[config.mk]
export PLATFORM = sky130hd
export DESIGN_NAME = scb_config_bank
export DESIGN_NICKNAME = d
export VERILOG_FILES = /design/src/shared/scb_pkg.sv /design/src/hdl/scb_config_bank.sv /design/src/hdl/scb_setup_reg.sv
export VERILOG_INCLUDE_DIRS = /design/src /design/src/shared
export SDC_FILE = /design/constraint.sdc
export NUM_CORES = 1
export LEC_CHECK = 0
export BUFFER_PORTS_ARGS = -buffer_cell sky130_fd_sc_hd__buf_2
export CAP_MARGIN = 0
export CORE_AREA = 2 2 111 103
export DETAILED_ROUTE_END_ITERATION = 16
export DIE_AREA = 0 0 113 105
export PLACE_DENSITY_LB_ADDON = 0.2
export SYNTH_ARGS = -nofsm -noshare
export SYNTH_HDL_FRONTEND = slang
export SYNTH_SLANG_ARGS = --single-unit
[constraint.sdc]
create_clock -name ref_clk -period 2.8 [get_ports ref_clk]
set_input_delay 0.42 -clock ref_clk [delete_from_list [all_inputs] [get_ports ref_clk]]
set_output_delay 0.42 -clock ref_clk [all_outputs]
set_load 0.005 [all_outputs]
[src/shared/scb_consts.svh]
// Constants for the setup configuration register bank
`ifndef SCB_CONSTS_SVH
`define SCB_CONSTS_SVH
// Number of setups held in the bank
`define SCB_NUM_SETUPS 8
// Bus widths
`define SCB_PADDR_W 12
`define SCB_DATA_W 32
`define SCB_REG_W 16
// Register indices; byte address is four times the index
`define SCB_SETUP0_IDX 10'h020
`define SCB_SETUP1_IDX 10'h021
`define SCB_SETUP2_IDX 10'h022
`define SCB_SETUP3_IDX 10'h023
`define SCB_SETUP4_IDX 10'h024
`define SCB_SETUP5_IDX 10'h025
`define SCB_SETUP6_IDX 10'h026
`define SCB_SETUP7_IDX 10'h027
// Reset value of every setup register
`define SCB_SETUP_RESET 16'h1000
// Writable bits; reserved bits 15:13, 6 and 3:0 stay zero
`define SCB_SETUP_WMASK 16'h1FB0
// Field positions
`define SCB_BIT_CODING 12
`define SCB_BIT_REF_POS 11
`define SCB_BIT_REF_NEG 10
`define SCB_BIT_IN_POS 9
`define SCB_BIT_IN_NEG 8
`define SCB_BIT_OPEN_WIRE 7
`define SCB_REF_SEL_HI 5
`define SCB_REF_SEL_LO 4
// Reference select codes
`define SCB_REF_CODE_PRIMARY 2'h0
`define SCB_REF_CODE_SECOND 2'h1
`define SCB_REF_CODE_SUPPLY 2'h3
`endif

[src/shared/scb_pkg.sv]
// Types for the setup configuration register bank
`default_nettype none
`include "scb_consts.svh"
package scb_pkg;
  // Decoded reference source
  typedef enum logic [1:0] {SCB_REF_PRIMARY, SCB_REF_SECOND, SCB_REF_SUPPLY} scb_ref_e;
  // State of one setup register
  typedef struct packed {
    logic [`SCB_REG_W-1:0] value;
  } scb_setup_s;
  // State of the bank top: bus answer and decoded active setup
  typedef struct packed {
    logic pready;
    logic pslverr;
    logic [`SCB_DATA_W-1:0] prdata;
    logic output_coding_select;
    logic ref_pos_buffer_enable;
    logic ref_neg_buffer_enable;
    logic input_pos_buffer_enable;
    logic input_neg_buffer_enable;
    logic open_wire_source_on;
    logic open_wire_sink_on;
    logic [1:0] reference_source_select;
    logic ref_route_primary;
    logic ref_route_second;
    logic ref_route_supply;
  } scb_bank_s;
endpackage : scb_pkg
`default_nettype wire

[src/hdl/scb_config_bank.sv]
// Setup configuration register bank with APB slave and active-setup decode
`timescale 1ns/100ps
`default_nettype none
`include "scb_consts.svh"
module scb_config_bank
  import scb_pkg::*;
(
  input wire logic ref_clk,
  input wire logic reset_n,
  input wire logic clk_en,
  input wire logic psel,
  input wire logic penable,
  input wire logic pwrite,
  input wire logic [`SCB_PADDR_W-1:0] paddr,
  input wire logic [`SCB_DATA_W-1:0] pwdata,
  input wire logic [3:0] pstrb,
  output logic [`SCB_DATA_W-1:0] prdata,
  output logic pready,
  output logic pslverr,
  input wire logic [2:0] active_setup,
  output logic output_coding_select,
  output logic ref_pos_buffer_enable,
  output logic ref_neg_buffer_enable,
  output logic input_pos_buffer_enable,
  output logic input_neg_buffer_enable,
  output logic open_wire_source_on,
  output logic open_wire_sink_on,
  output logic [1:0] reference_source_select,
  output logic ref_route_primary,
  output logic ref_route_second,
  output logic ref_route_supply
);
  // Top state and its next value
  scb_bank_s st;
  scb_bank_s next_st;

  // Stored value of every setup
  logic [`SCB_REG_W-1:0] setup_val [0:`SCB_NUM_SETUPS-1];
  // Per-setup write strobe
  logic [`SCB_NUM_SETUPS-1:0] wr_sel;
  // Word index of the bus address
  logic [9:0] word_idx;
  // Address lands on a setup register
  logic addr_hit;
  // Setup number addressed
  logic [2:0] addr_setup;
  // Setup chosen by the converter sequencer
  logic [`SCB_REG_W-1:0] sel_val;
  // Completing access cycle
  logic access_done;

  assign word_idx = paddr[`SCB_PADDR_W-1:2];
  assign addr_setup = paddr[4:2];
  assign sel_val = setup_val[active_setup];
  assign access_done = psel && penable && st.pready;

  // Address decode; misaligned or unmapped words answer with an error
  always_comb begin
    addr_hit = 1'b0;
    if (paddr[1:0] != 2'h0) begin
      addr_hit = 1'b0;
    end else if (word_idx >= `SCB_SETUP0_IDX && word_idx <= `SCB_SETUP7_IDX) begin
      addr_hit = 1'b1;
    end else begin
      addr_hit = 1'b0;
    end
  end

  // Write strobes: only at the completing edge, only on a hit
  always_comb begin
    wr_sel = '0;
    if (access_done && pwrite && addr_hit && !st.pslverr) begin
      wr_sel[addr_setup] = 1'b1;
    end
  end

  // One register instance per setup, same layout for all
  genvar gi;
  generate
    for (gi = 0; gi < `SCB_NUM_SETUPS; gi = gi + 1) begin : g_setup
      scb_setup_reg u_setup (
        .ref_clk(ref_clk),
        .reset_n(reset_n),
        .clk_en(clk_en),
        .wr_en(wr_sel[gi]),
        .wr_strb(pstrb[1:0]),
        .wr_data(pwdata[`SCB_REG_W-1:0]),
        .value(setup_val[gi])
      );
    end
  endgenerate

  // Reference code to route; code 10 falls back to the primary pins
  function automatic scb_ref_e ref_decode(input logic [1:0] code);
    scb_ref_e r;
    case (code)
      `SCB_REF_CODE_PRIMARY: r = SCB_REF_PRIMARY;
      `SCB_REF_CODE_SECOND: r = SCB_REF_SECOND;
      `SCB_REF_CODE_SUPPLY: r = SCB_REF_SUPPLY;
      default: r = SCB_REF_PRIMARY;
    endcase
    return r;
  endfunction

  // Next state: bus answer plus decode of the active setup
  always_comb begin
    scb_ref_e route;
    route = ref_decode(sel_val[`SCB_REF_SEL_HI:`SCB_REF_SEL_LO]);
    next_st = st;
    if (clk_en) begin
      // Setup phase: answer is ready in the first access cycle
      if (psel && !penable && !st.pready) begin
        next_st.pready = 1'b1;
        next_st.pslverr = !addr_hit;
        if (addr_hit && !pwrite) begin
          next_st.prdata = {16'h0000, setup_val[addr_setup]};
        end else begin
          next_st.prdata = 32'h0000_0000;
        end
      end else if (access_done) begin
        // Transfer over; drop the answer
        next_st.pready = 1'b0;
        next_st.pslverr = 1'b0;
      end
      // Controls of the setup in use
      next_st.output_coding_select = sel_val[`SCB_BIT_CODING];
      next_st.ref_pos_buffer_enable = sel_val[`SCB_BIT_REF_POS];
      next_st.ref_neg_buffer_enable = sel_val[`SCB_BIT_REF_NEG];
      next_st.input_pos_buffer_enable = sel_val[`SCB_BIT_IN_POS];
      next_st.input_neg_buffer_enable = sel_val[`SCB_BIT_IN_NEG];
      // Source and sink always switch as a pair
      next_st.open_wire_source_on = sel_val[`SCB_BIT_OPEN_WIRE];
      next_st.open_wire_sink_on = sel_val[`SCB_BIT_OPEN_WIRE];
      next_st.reference_source_select = sel_val[`SCB_REF_SEL_HI:`SCB_REF_SEL_LO];
      // One-hot route drives the reference switches
      next_st.ref_route_primary = (route == SCB_REF_PRIMARY);
      next_st.ref_route_second = (route == SCB_REF_SECOND);
      next_st.ref_route_supply = (route == SCB_REF_SUPPLY);
    end
  end

  // State register; decode outputs start at the reset setup value
  always_ff @(posedge ref_clk or negedge reset_n) begin
    if (!reset_n) begin
      st <= '{
        pready: 1'b0,
        pslverr: 1'b0,
        prdata: 32'h0000_0000,
        output_coding_select: 1'b1,
        ref_pos_buffer_enable: 1'b0,
        ref_neg_buffer_enable: 1'b0,
        input_pos_buffer_enable: 1'b0,
        input_neg_buffer_enable: 1'b0,
        open_wire_source_on: 1'b0,
        open_wire_sink_on: 1'b0,
        reference_source_select: 2'h0,
        ref_route_primary: 1'b1,
        ref_route_second: 1'b0,
        ref_route_supply: 1'b0
      };
    end else begin
      st <= next_st;
    end
  end

  // Outputs straight from the state register
  assign prdata = st.prdata;
  assign pready = st.pready;
  assign pslverr = st.pslverr;
  assign output_coding_select = st.output_coding_select;
  assign ref_pos_buffer_enable = st.ref_pos_buffer_enable;
  assign ref_neg_buffer_enable = st.ref_neg_buffer_enable;
  assign input_pos_buffer_enable = st.input_pos_buffer_enable;
  assign input_neg_buffer_enable = st.input_neg_buffer_enable;
  assign open_wire_source_on = st.open_wire_source_on;
  assign open_wire_sink_on = st.open_wire_sink_on;
  assign reference_source_select = st.reference_source_select;
  assign ref_route_primary = st.ref_route_primary;
  assign ref_route_second = st.ref_route_second;
  assign ref_route_supply = st.ref_route_supply;
endmodule // scb_config_bank
`default_nettype wire

[src/hdl/scb_setup_reg.sv]
// One 16-bit setup configuration register with byte-lane writes
`timescale 1ns/100ps
`default_nettype none
`include "scb_consts.svh"
module scb_setup_reg
  import scb_pkg::*;
(
  input wire logic ref_clk,
  input wire logic reset_n,
  input wire logic clk_en,
  input wire logic wr_en,
  input wire logic [1:0] wr_strb,
  input wire logic [`SCB_REG_W-1:0] wr_data,
  output logic [`SCB_REG_W-1:0] value
);
  // Writable bits, split per byte lane so each lane gets its own half
  localparam logic [`SCB_REG_W-1:0] wr_mask = `SCB_SETUP_WMASK;
  // Register state and its next value
  scb_setup_s st;
  scb_setup_s next_st;

  // Lane-wise masked update; reserved bits never store a one
  always_comb begin
    next_st = st;
    if (clk_en && wr_en) begin
      if (wr_strb[0]) begin
        next_st.value[7:0] = wr_data[7:0] & wr_mask[7:0];
      end
      if (wr_strb[1]) begin
        next_st.value[15:8] = wr_data[15:8] & wr_mask[15:8];
      end
    end
  end

  // State register; reset loads the documented default
  always_ff @(posedge ref_clk or negedge reset_n) begin
    if (!reset_n) begin
      st <= '{value: `SCB_SETUP_RESET};
    end else begin
      st <= next_st;
    end
  end

  assign value = st.value;
endmodule // scb_setup_reg
`default_nettype wire

---- After elaboration in Yosys (flattened, before gate mapping) ----
Cells that the tools add are included.
storage, ports and cells
  flip-flop bits (word level) ............. 109
  input bits .............................. 57
  output and inout port bits .............. 46
  word-level logic and storage cells ...... 100
operators by class
  $lt $le $gt $ge ......................... 6
  eq/ne operators ......................... 4
  muxes and demuxes ....................... 15
  bitwise operators ....................... 2
  reduce and logical (&&, ||, !) cells .... 44
operators with widths
  cell                   count
  $bmux W16 S3           2
  $mux W16               3
  $reduce_and A2 Y1      18
  $mux W13               2
  $logic_and A1 B1 Y1    18
  $ge A10 B6 Y1 const B  1
  $le A10 B6 Y1 const B  1
  $ge A4 B4 Y1 const B   2
  $mux W8                1
  $not A3 Y4             2
  $logic_not A1 Y1       5
  $eq A2 B1 Y1 const B   2
  $eq A2 B2 Y1 const B   2
  $lt A3 B4 Y1 const B   1
  $mux W2                2
  $pmux W2 S2            1
  $reduce_bool A2 Y1     2
  $demux W1 S3           1
  $ge A3 B1 Y1 const B   1
  $mux W1                3
  $logic_not A2 Y1       1

---- Longest topological paths before layout ----
Gate-level depths: netlist (run 1).
  depth in word-level cells ............... 9
  depth in mapped cells ................... 6
  depth with buffers taken out ............ 4

---- Cells and area by module ----
From an unflattened synthesis (run 1), not the netlist that was laid out.
second synthesis, totals
  cell total of the unflattened synthesis .. 442
  area, all modules ....................... 5,662.9 um^2
by module, submodules not included
  module           instances  cells each  area an instance (um^2)  seq. area each (um^2)
  scb_setup_reg    8          27          370.4                    201.4
  scb_config_bank  1          226         2,700.1                  728.2

---- Worst setup path after synthesis (run 1) ----
No wires, ideal clock.
  kind .................................... input-to-reg
  start point ............................. in paddr[5]
  end point ............................... reg g_setup[5].u_setup.st, in the netlist g_setup[5].u_setup.value[4]
  library setup time ...................... 0.125 ns
  data arrival time ....................... 2.006 ns
  data required time ...................... 2.675 ns
  path slack .............................. 0.670 ns
  cell stages on the path ................. 5
  path buffers ............................ 1
  cell sequence ........................... or3b_1 > buf_6 > nand3b_4 > nor4_4 > mux2_2
on the way
  cells in the longest elaborated chain, start to end .. 9
  elaborated cells on any way between the ends .. 10
  classes of those cells .................. 2 x order compare; 3 x mux; 5 x reduce/logical
ends and longest elaborated chain
  element                                                                 RTL line               text
  from (decl)                                                             scb_config_bank.sv:14  input wire logic [`SCB_PADDR_W-1:0] paddr,
  $ge A10 B6 Y1 (no source line) / $le A10 B6 Y1 (equally long branches)  -
  $logic_and A1 B1 Y1 (no source line) (*)                                -
  $mux W1 (*)                                                             scb_config_bank.sv:62  end else if (word_idx >= `SCB_SETUP0_IDX && word_idx <= `SCB_SETUP7_IDX) begin
  $mux W1 (*)                                                             scb_config_bank.sv:60  if (paddr[1:0] != 2'h0) begin
  $logic_and A1 B1 Y1 (*) (2 in a row)                                    scb_config_bank.sv:72  if (access_done && pwrite && addr_hit && !st.pslverr) begin
  $mux W8 (*)                                                             scb_config_bank.sv:72
  $logic_and A1 B1 Y1 (*)                                                 scb_setup_reg.sv:25    if (clk_en && wr_en) begin
  $reduce_and A2 Y1 (no source line) (*)                                  -
  to (signal assigned)                                                    scb_setup_reg.sv:38    st <= '{value: `SCB_SETUP_RESET};
  to (signal assigned)                                                    scb_setup_reg.sv:40    st <= next_st;
  to (decl)                                                               scb_setup_reg.sv:19    scb_setup_s st;
Mark *: on every way between the ends. The rest lies on a longest branch, timed or not.
A chain may end at the register's enable or synchronous reset.

---- Final worst setup path (run 1) ----
  start point ............................. reg st, in the netlist pready
  end point ............................... reg g_setup[7].u_setup.st, in the netlist g_setup[7].u_setup.value[4]
on the way
  cells in the longest elaborated chain, start to end .. 7
ends and longest elaborated chain
  element                             RTL line                text
  from (decl)                         scb_config_bank.sv:34   scb_bank_s st;
  from (signal assigned)              scb_config_bank.sv:145  st <= '{
  from (signal assigned)              scb_config_bank.sv:162  st <= next_st;
  $logic_and A1 B1 Y1                 scb_config_bank.sv:55   assign access_done = psel && penable && st.pready;
  $logic_and A1 B1 Y1 (3 in a row)    scb_config_bank.sv:72
  $mux W8                             scb_config_bank.sv:72
  $logic_and A1 B1 Y1                 scb_setup_reg.sv:25
  $reduce_and A2 Y1 (no source line)  -
  to (signal assigned)                scb_setup_reg.sv:38
  to (signal assigned)                scb_setup_reg.sv:40
  to (decl)                           scb_setup_reg.sv:19
No other way between the ends.

==> insert_results.sql, run 1 <==
INSERT INTO impl_metrics (metric_group, metric, value, unit) VALUES
('place', 'port_buffers', '52', ''),
('route', 'avgViaCountPerCell', '5.45', ''),
('route', 'drt_pass1_iterations', '11', ''),
('clock_tree', 'numCtsBuffers', '9', ''),
('logic_synthesis', 'ys_dominant_reg_cell', 'sky130_fd_sc_hd__dfrtp_1', ''),
('clock_tree', 'htree_num_levels', '3', ''),
('die', 'boundaryPins', '103', ''),
('logic_synthesis', 'unique_cell_type_count_in_the_yosys_netlist', '36', ''),
('sta', 'setup_viol', '0', ''),
('clock_tree', 'cts_hold_buffers', '0', ''),
('worst_setup_path', 'crit_family', 'simple AND/OR/NAND/NOR gates', ''),
('worst_setup_path', 'critical_path_origin', 'pready$_DFFE_PN0P_', ''),
('logic_synthesis', 'synth.most_common_cell', 'sky130_fd_sc_hd__dfrtp_1', ''),
('die', 'cell_rows', '36', ''),
('global_routing', 'grt_antenna_before_repair', '0', ''),
('clock_tree', 'postCtsSetupRepairBufs', '0', ''),
('route', 'remaining_antenna_violation_count_after_routing', '0', ''),
('sta', 'timing_max_transition_violations_final', '0', ''),
('route', 'detail_route.drc_violations', '14', ''),
('worst_setup_path', 'crit_end', 'g_setup[7].u_setup.value[4]$_DFFE_PN0P_', ''),
('worst_setup_path', 'cp_cell_sequence', 'and4b_1 > nand3_2 > nor4_4 > mux2_2', ''),
('cells_and_area', 'n_antenna_cell', '0', ''),
('clock_tree', 'tritoncts', 'done', ''),
('logic_synthesis', 'async_reset_ff_frac', '1.00', ''),
('clock_tree', 'clk_pin_slew_worst_paths', '0.07', 'ns'),
('sta', 'setup_total_negative_slack', '0', 'ns'),
('place', 'finalWeightedCongestion', '0.777', ''),
('status', 'status', 'finished, violations left', ''),
('logic_synthesis', 'yosys.area.top_type_share', '0.398', ''),
('clock_tree', 'cts_sinks', '85', ''),
('power', 'peakVddDrop', '0.252', 'mV'),
('logic_synthesis', 'postSynthCellCount', '327', ''),
('route', 'totalWireLength', '10200', 'um'),
('worst_setup_path', 'worst-path-stages', '4', ''),
('sta', 'post-route-min-period', '2.13', 'ns'),
('job', 'cap_viol_max_count', '0', ''),
('route', 'first_iter_violations', '151', ''),
('worst_setup_path', 'required', '3.02', 'ns'),
('route', 'wl_per_cell', '19.6', 'um'),
('cells_and_area', 'final_core_util', '0.498', ''),
('logic_synthesis', 'synth_enable_flop_cells', '0', ''),
('sta', 'final_hold_viol_count', '0', ''),
('worst_setup_path', 'arrival', '2.35', 'ns'),
('logic_synthesis', 'ys_ff_latch', '85', ''),
('cells_and_area', 'layout-area-overhead-vs-synth', '12.3', '%'),
('sta', 'slew-limit-headroom', '0.309', ''),
('global_routing', 'grt_overflow', '0', ''),
('clock_tree', 'clock_insertion_delay_worst_skew', '0.34', 'ns'),
('global_routing', 'wire_length_of_the_first_global_routing_pass', '16300', 'um'),
('die', 'die_x', '113', 'um'),
('worst_setup_path', 'worstSetupStartpointType', 'flop', ''),
('place', 'hpwlAfterDp', '6950', 'um'),
('route', 'detailroute.via_count', '2821', ''),
('worst_setup_path', 'worst_path_largest_cell_delay', '0.51', 'ns'),
('worst_setup_path', 'worst_setup_path_end_kind', 'flop', ''),
('worst_setup_path', 'timing.rr.start', 'pready$_DFFE_PN0P_', ''),
('die', 'die-area', '11900', 'um2'),
('worst_setup_path', 'timing_worst_setup_path_type', 'reg2reg', ''),
('worst_setup_path', 'regToRegEndpoint', 'g_setup[7].u_setup.value[4]$_DFFE_PN0P_', ''),
('status', 'violations', 'DRC', ''),
('worst_setup_path', 'crit_path_max_fanout', '8', ''),
('global_routing', 'grt_pass1_vias', '2873', ''),
('logic_synthesis', 'synth_area', '4720', 'um2'),
('worst_setup_path', 'reg2regPathDepth', '4', ''),
('global_routing', 'grt_use_total', '0.183', ''),
('clock_tree', 'post_cts.resized_instances', '0', ''),
('worst_setup_path', 'slowest_stage', 'sky130_fd_sc_hd__nor4_4', ''),
('worst_setup_path', 'worstPathBufferInverterCount', '0', ''),
('power', 'pwr_density_cell', '486', 'nW/um2'),
('sta', 'fin_skew', '0.00693', 'ns'),
('sta', 'grt_setup_unrepaired', 'no', '');
-- cells by family after synthesis --
| kind of cell | Yosys count | share of synthesized area |
|---|---|---|
| multiplexers | 112 | 0.337 |
| buffers and inverters | 45 | 0.0597 |
| AO/OA/AOI/OAI | 25 | 0.0294 |
| AND/OR/NAND/NOR | 59 | 0.119 |
| other | 1 | 0.000795 |
| flip-flops | 85 | 0.454 |
-- metrics by stage --
| step | instance area (um2) | setup WS [ns] | instances | total power [mW] |
|---|---|---|---|---|
| finish | 5300 | 0.671 | 518 | 2.57 |
| global route | 5300 | 0.539 | 518 | 2.68 |
| CTS | 5300 | 0.647 | 518 | 2.61 |
| detailed placement | 5020 | 0.433 | 502 | 1.49 |
| global placement | 5020 | 0.447 | 502 | 1.49 |
| floorplan | 4800 | 0.670 | 350 | 1.42 |
-- per-layer routing --
metal,GRT usage,vias up,wire (um)
met5,0,-,0
met3,0.0354,4,624
li1,-,1288,-
met1,0.261,1439,4790
met2,0.282,90,4690
met4,0.0575,0,65
-- state kept, by name, indices dropped and copies added, names as in the netlist --
| signal | cells |
|---|---|
| open_wire_sink_on | 1 |
| ref_route_primary | 1 |
| ref_route_supply | 1 |
| output_coding_select | 1 |
| input_pos_buffer_enable | 1 |
| pready | 1 |
| pslverr | 1 |
| ref_pos_buffer_enable | 1 |
| reference_source_select | 2 |
| ref_neg_buffer_enable | 1 |
| g_setup.u_setup.value | 64 |
| input_neg_buffer_enable | 1 |
| prdata | 8 |
| ref_route_second | 1 |
-- worst register-to-register path: cells and delay by family, from the launching register on --
family        cells  cell delay (ns)
simple gates      3             1.19
flops             1             0.43
mux               1             0.39
-- power by group --
part / switching [mW] / internal, mW / leakage, nW / total [mW]
combinational: 0.136 / 0.0709 / 1.24 / 0.207
clock: 0.504 / 0.604 / 0.128 / 1.11
sequential: 0.0123 / 1.25 / 1.14 / 1.26
-- final cells by class --
| cell class | instances | area (um2) |
|---|---|---|
| Clock buffer | 9 | 225 |
| Clock inverter | 7 | 50.0 |
| Fill cell | 950 | 5330 |
| Inverter | 5 | 18.8 |
| Multi-Input combinational cell | 220 | 2380 |
| Sequential cell | 85 | 2140 |
| Tap cell | 133 | 166 |
| Timing Repair Buffer | 59 | 315 |
-- how the worst min path moves through the flow --
stage	start	end
final	reset_n	g_setup[3].u_setup.value[11]$_DFFE_PN0P_
after global routing	penable	pslverr$_DFFE_PN0P_
after CTS	reset_n	g_setup[5].u_setup.value[10]$_DFFE_PN0P_
after detailed placement	prdata[12]$_DFFE_PN0P_	prdata[12]$_DFFE_PN0P_
after global placement	prdata[9]$_DFFE_PN0P_	prdata[9]$_DFFE_PN0P_
after floorplan	reset_n	g_setup[0].u_setup.value[10]$_DFFE_PN0P_
-- layout by cell type, fill, tap and decap left out, types with 2 or more instances in the layout --
master,instances
sky130_fd_sc_hd__mux2i_1,16
sky130_fd_sc_hd__buf_4,8
sky130_fd_sc_hd__dfstp_2,10
sky130_fd_sc_hd__nor3_1,2
sky130_fd_sc_hd__mux4_2,31
sky130_fd_sc_hd__mux2_2,63
sky130_fd_sc_hd__dfrtp_1,75
sky130_fd_sc_hd__clkbuf_16,9
sky130_fd_sc_hd__o21ai_0,4
sky130_fd_sc_hd__inv_6,2
sky130_fd_sc_hd__nand2b_1,5
sky130_fd_sc_hd__nor2b_1,2
sky130_fd_sc_hd__nor2_1,9
sky130_fd_sc_hd__mux2_1,2
sky130_fd_sc_hd__inv_1,5
sky130_fd_sc_hd__a21oi_1,7
sky130_fd_sc_hd__nor3_2,2
sky130_fd_sc_hd__o21ai_1,8
sky130_fd_sc_hd__nor4_4,13
sky130_fd_sc_hd__or3_1,4
sky130_fd_sc_hd__buf_2,51
sky130_fd_sc_hd__o22ai_1,2
sky130_fd_sc_hd__nor3b_2,2
sky130_fd_sc_hd__clkinv_2,2
sky130_fd_sc_hd__conb_1,24
sky130_fd_sc_hd__nand2_1,14
sky130_fd_sc_hd__clkinvlp_4,3
(Power assumes the default switching activity.)
==> run 2: changes to the inputs <==
--- a/config.mk
+++ b/config.mk
@@ -6,11 +6,12 @@
 export SDC_FILE = /design/constraint.sdc
 export NUM_CORES = 1
 export LEC_CHECK = 0
+export ABC_AREA = 1
 export BUFFER_PORTS_ARGS = -buffer_cell sky130_fd_sc_hd__buf_2
 export CAP_MARGIN = 0
-export CORE_AREA = 2 2 111 103
+export CORE_AREA = 2 2 115 106
 export DETAILED_ROUTE_END_ITERATION = 16
-export DIE_AREA = 0 0 113 105
+export DIE_AREA = 0 0 117 108
 export PLACE_DENSITY_LB_ADDON = 0.2
 export SYNTH_ARGS = -nofsm -noshare
 export SYNTH_HDL_FRONTEND = slang
==> constraint.sdc (replaced) <==
create_clock -name ref_clk -period 2 [get_ports ref_clk]
set_input_delay 0.3 -clock ref_clk [delete_from_list [all_inputs] [get_ports ref_clk]]
set_output_delay 0.3 -clock ref_clk [all_outputs]
set_load 0.005 [all_outputs]
==> run 2 against run 1 <==
The flow now finishes without violations. Core utilization about the same. Global-route usage increased by 6.0 points. Final cell count increased by 75%. Die area increased by 6.5%. Flip-flop and latch count unchanged. Combinational power increased by 140%. Clock-buffer cell count increased by 3. Setup slack got worse by 0.37 ns.
==> insert_results.sql, run 2 <==
INSERT INTO impl_metrics (metric_group, metric, value, unit) VALUES
('worst_setup_path', 'worstPathBufferInverterCount', '1', ''),
('logic_synthesis', 'yosys.area.top_type_share', '0.375', ''),
('power', 'power.share.switching', '0.255', ''),
('clock_tree', 'numCtsBuffers', '9', ''),
('logic_synthesis', 'post_synth_xor_area_fraction', '0', ''),
('die', 'floorplan.initialDensity', '0.442', ''),
('sta', 'worst_slew_pin_slew', '0.746', 'ns'),
('logic_synthesis', 'post_synthesis_mux_area_share', '0', ''),
('worst_setup_path', 'worst_path_largest_cell_delay', '0.39', 'ns'),
('logic_synthesis', 'synth.avg_cell_area', '7.08', 'um2'),
('logic_synthesis', 'ys.warnings.count', '0', ''),
('cells_and_area', 'final_cell_mix', 'sky130_fd_sc_hd__nand2_1, sky130_fd_sc_hd__nand3_1, sky130_fd_sc_hd__dfrtp_1', ''),
('worst_setup_path', 'worstSetupStartpointType', 'flop', ''),
('clock_tree', 'postCtsSetupRepairBufs', '0', ''),
('clock_tree', 'clk_pin_slew_worst_paths', '0.06', 'ns'),
('route', 'remaining_antenna_violation_count_after_routing', '0', ''),
('global_routing', 'wire_length_of_the_first_global_routing_pass', '23000', 'um'),
('sta', 'timing_max_transition_violations_final', '0', ''),
('status', 'status', 'complete, no violations', ''),
('power', 'power.share.combinational', '0.121', ''),
('clock_tree', 'htree_num_levels', '3', ''),
('die', 'cell_rows', '37', ''),
('logic_synthesis', 'synthTopCellsByArea', 'sky130_fd_sc_hd__dfrtp_1, sky130_fd_sc_hd__nand2_1, sky130_fd_sc_hd__nand3_1', ''),
('power', 'p_int', '3.05', 'mW'),
('global_routing', 'pin_count_of_the_biggest_net_entering_global_routing', '53', ''),
('worst_setup_path', 'arrival', '1.99', 'ns'),
('sta', 'setup_viol', '0', ''),
('die', 'core-area', '11300', 'um2'),
('route', 'first_iter_violations', '488', ''),
('cells_and_area', 'proportion_of_layout_cells_with_a_drive_suffix_above_1', '0.137', ''),
('logic_synthesis', 'ys_ff_latch', '85', ''),
('sta', 'layout_worst_path_cycle_share', '0.848', ''),
('logic_synthesis', 'ys_dominant_reg_cell', 'sky130_fd_sc_hd__dfrtp_1', ''),
('global_routing', 'grt_use_total', '0.243', ''),
('global_routing', 'busiest_layer', 'met2', ''),
('job', 'cap_viol_max_count', '0', ''),
('route', 'wl_per_cell', '15.8', 'um'),
('power', 'post-layout-total-power', '4.09', 'mW'),
('sta', 'slew-limit-headroom', '0.502', ''),
('logic_synthesis', 'synth-adder-area-share', '0', ''),
('die', 'die_x', '117', 'um'),
('power', 'share_seq_of_total_power', '0.440', ''),
('power', 'power.static_leakage', '2.90', 'nW'),
('power', 'pwr_density_cell', '723', 'nW/um2'),
('clock_tree', 'post_cts.resized_instances', '0', ''),
('route', 'drt_pass1_iterations', '5', ''),
('logic_synthesis', 'synthDominantAreaCellType', 'sky130_fd_sc_hd__dfrtp_1', ''),
('worst_setup_path', 'worst_setup_path_end_kind', 'flop', ''),
('cells_and_area', 'nets', '802', ''),
('sta', 'post-route-min-period', '1.70', 'ns'),
('cells_and_area', 'layout-area-overhead-vs-synth', '12.9', '%'),
('logic_synthesis', 'async_reset_ff_frac', '1.00', ''),
('global_routing', 'globalRouteMet1Util', '0.349', ''),
('die', 'die-area', '12600', 'um2'),
('logic_synthesis', 'postSynthCellCount', '708', ''),
('clock_tree', 'max-clock-path-buffers', '2', ''),
('die', 'boundaryPins', '103', ''),
('sta', 'grt_setup_unrepaired', 'no', ''),
('clock_tree', 'clock_insertion_delay_worst_skew', '0.35', 'ns'),
('worst_setup_path', 'cp_cell_sequence', 'inv_1 > nand3_1 > nor2_4 > nand3_4 > nor2_4 > nand3_1 > nand2_1', ''),
('sta', 'fin_skew', '0.00718', 'ns'),
('route', 'detail_route.drc_violations', '0', ''),
('place', 'finalWeightedCongestion', '0.907', ''),
('sta', 'max_freq', '0.590', 'GHz'),
('worst_setup_path', 'crit_path_max_fanout', '9', ''),
('global_routing', 'grt_pass1_vias', '4316', ''),
('worst_setup_path', 'crit_family', 'simple AND/OR/NAND/NOR gates', ''),
('logic_synthesis', 'yosysSeqAreaShare', '0.427', ''),
('die', 'die-height', '108', 'um'),
('sta', 'setup_total_negative_slack', '0', 'ns'),
('global_routing', 'grt.met3_usage', '0.0583', ''),
('logic_synthesis', 'synth_enable_flop_cells', '0', ''),
('global_routing', 'grt_use_met2', '0.372', ''),
('cells_and_area', 'largest_reg_flops', '64', ''),
('worst_setup_path', 'required', '2.29', 'ns'),
('power', 'portion_of_total_power_attributed_to_the_clock_network', '0.439', ''),
('logic_synthesis', 'synth_simple_gate_area_share', '0.374', ''),
('logic_synthesis', 'synthTopCellsByCount', 'sky130_fd_sc_hd__nand2_1, sky130_fd_sc_hd__nand3_1, sky130_fd_sc_hd__dfrtp_1', ''),
('logic_synthesis', 'synth.most_common_cell', 'sky130_fd_sc_hd__nand2_1', ''),
('cells_and_area', 'mostFrequentLayoutCell', 'sky130_fd_sc_hd__nand2_1', ''),
('sta', 'final_hold_viol_count', '0', ''),
('cells_and_area', 'n_antenna_cell', '0', ''),
('power', 'power.switching', '1.04', 'mW'),
('route', 'avgViaCountPerCell', '5.20', ''),
('place', 'port_buffers', '52', ''),
('worst_setup_path', 'timing_worst_setup_path_type', 'reg2reg', ''),
('logic_synthesis', 'dominant_combinational_cell_family_by_area_after_synthesis', 'simple AND/OR/NAND/NOR gates', ''),
('clock_tree', 'cts-root-buf', 'sky130_fd_sc_hd__clkbuf_16', ''),
('global_routing', 'grt_antenna_before_repair', '0', ''),
('clock_tree', 'tritoncts', 'done', ''),
('place', 'hpwlAfterDp', '10400', 'um'),
('logic_synthesis', 'unique_cell_type_count_in_the_yosys_netlist', '20', ''),
('worst_setup_path', 'slowest_stage', 'sky130_fd_sc_hd__dfrtp_1', ''),
('power', 'peakVddDrop', '0.535', 'mV'),
('clock_tree', 'cts_sinks', '85', ''),
('logic_synthesis', 'synth_compound_gate_area_share', '0.0854', ''),
('route', 'totalWireLength', '14300', 'um'),
('logic_synthesis', 'synth_area', '5010', 'um2'),
('global_routing', 'grt_overflow', '0', ''),
('route', 'detailroute.via_count', '4712', ''),
('worst_hold_path', 'hold_path_class', 'in2reg', '');
-- run 2: cell types whose count changed in the layout (fill, tap and decap cells not counted), moves of 19 or more --
| cell | change |
|---|---|
| sky130_fd_sc_hd__mux4_2 | -31 |
| sky130_fd_sc_hd__inv_1 | +53 |
| sky130_fd_sc_hd__nand2_1 | +242 |
| sky130_fd_sc_hd__mux2_2 | -63 |
| sky130_fd_sc_hd__nand3_1 | +103 |
| sky130_fd_sc_hd__o21ai_0 | +27 |
| sky130_fd_sc_hd__o211ai_1 | +24 |
| sky130_fd_sc_hd__nor2_1 | +25 |
| sky130_fd_sc_hd__nand4_1 | +19 |
-- run 2: area by class of cell --
cell class                      count  area [um2]
Clock inverter                      4        72.6
Clock buffer                       12         246
Timing Repair Buffer               67         390
Inverter                           59         221
Multi-Input combinational cell    523        2390
Sequential cell                    85        2140
Tap cell                          156         195
Fill cell                        1168        5690
-- run 2: what timing repair did --
| action | in CTS | in global routing |
|---|---|---|
| hold buffers | 1 | 0 |
| hold endpoints to repair | 29 | 0 |
| endpoints found under the setup margin | 0 | 0 |
-- run 2: through the flow --
stage          hold WS (ns)  setup slack (ns)  cells  cell area, um2  utilization
3_5_place_dp          0.276             0.329    889            5330        0.470
4_1_cts               0.273             0.315    906            5660        0.499
6_report              0.287             0.305    906            5660        0.499
3_3_place_gp          0.272             0.385    889            5330        0.470
5_1_grt               0.294             0.170    906            5660        0.499
2_1_floorplan       0.00441             0.646    731            5100            -
-- run 2: worst min-delay path, cell delays in order --
cell and delay [ns]:
sky130_fd_sc_hd__buf_2 0.18, sky130_fd_sc_hd__nand3_1 0.11, sky130_fd_sc_hd__nand2_1 0.04
-- run 2: cell families (layout without fill, tap and decap cells) --
logic type      Yosys count  count (layout)
flops                    85              85
buf+inv                 123             142
compound gates           73              73
simple gates            426             426
other cells               1              24
-- run 2: final timing paths --
path                                                            endpoint                                startpoint  depth (start not counted)  slack, ns
max in group asynchronous       g_setup[5].u_setup.value[12]$_DFFE_PN1P_                                   reset_n                          3       0.87
worst max register to register   g_setup[6].u_setup.value[5]$_DFFE_PN0P_                       pslverr$_DFFE_PN0P_                          7       0.30
worst max-delay path             g_setup[6].u_setup.value[5]$_DFFE_PN0P_                       pslverr$_DFFE_PN0P_                          7       0.30
worst min register to register  g_setup[3].u_setup.value[12]$_DFFE_PN1P_  g_setup[3].u_setup.value[12]$_DFFE_PN1P_                          2       0.47
min in group asynchronous                          prdata[5]$_DFFE_PN0P_                                   reset_n                          2       0.44
worst min-delay path            g_setup[2].u_setup.value[12]$_DFFE_PN1P_                                pwdata[12]                          3       0.29
-- run 2: routing by layer --
metal,wire length [um],share of wire,vias to the layer above
li1,-,-,2314
met4,219,0.015,0
met5,0,0,-
met1,6480,0.45,2168
met2,6310,0.44,214
met3,1290,0.090,16
-- run 2: power by group through the flow --
| stage | sequential [mW] | combinational (mW) | clock, mW |
|---|---|---|---|
| finish | 1.80 | 0.496 | 1.80 |
| global route | 1.80 | 0.570 | 1.90 |
| CTS | 1.80 | 0.495 | 1.82 |
| detailed placement | 1.83 | 0.491 | 0 |
| global placement | 1.83 | 0.483 | 0 |
| floorplan | 1.83 | 0.310 | 0 |
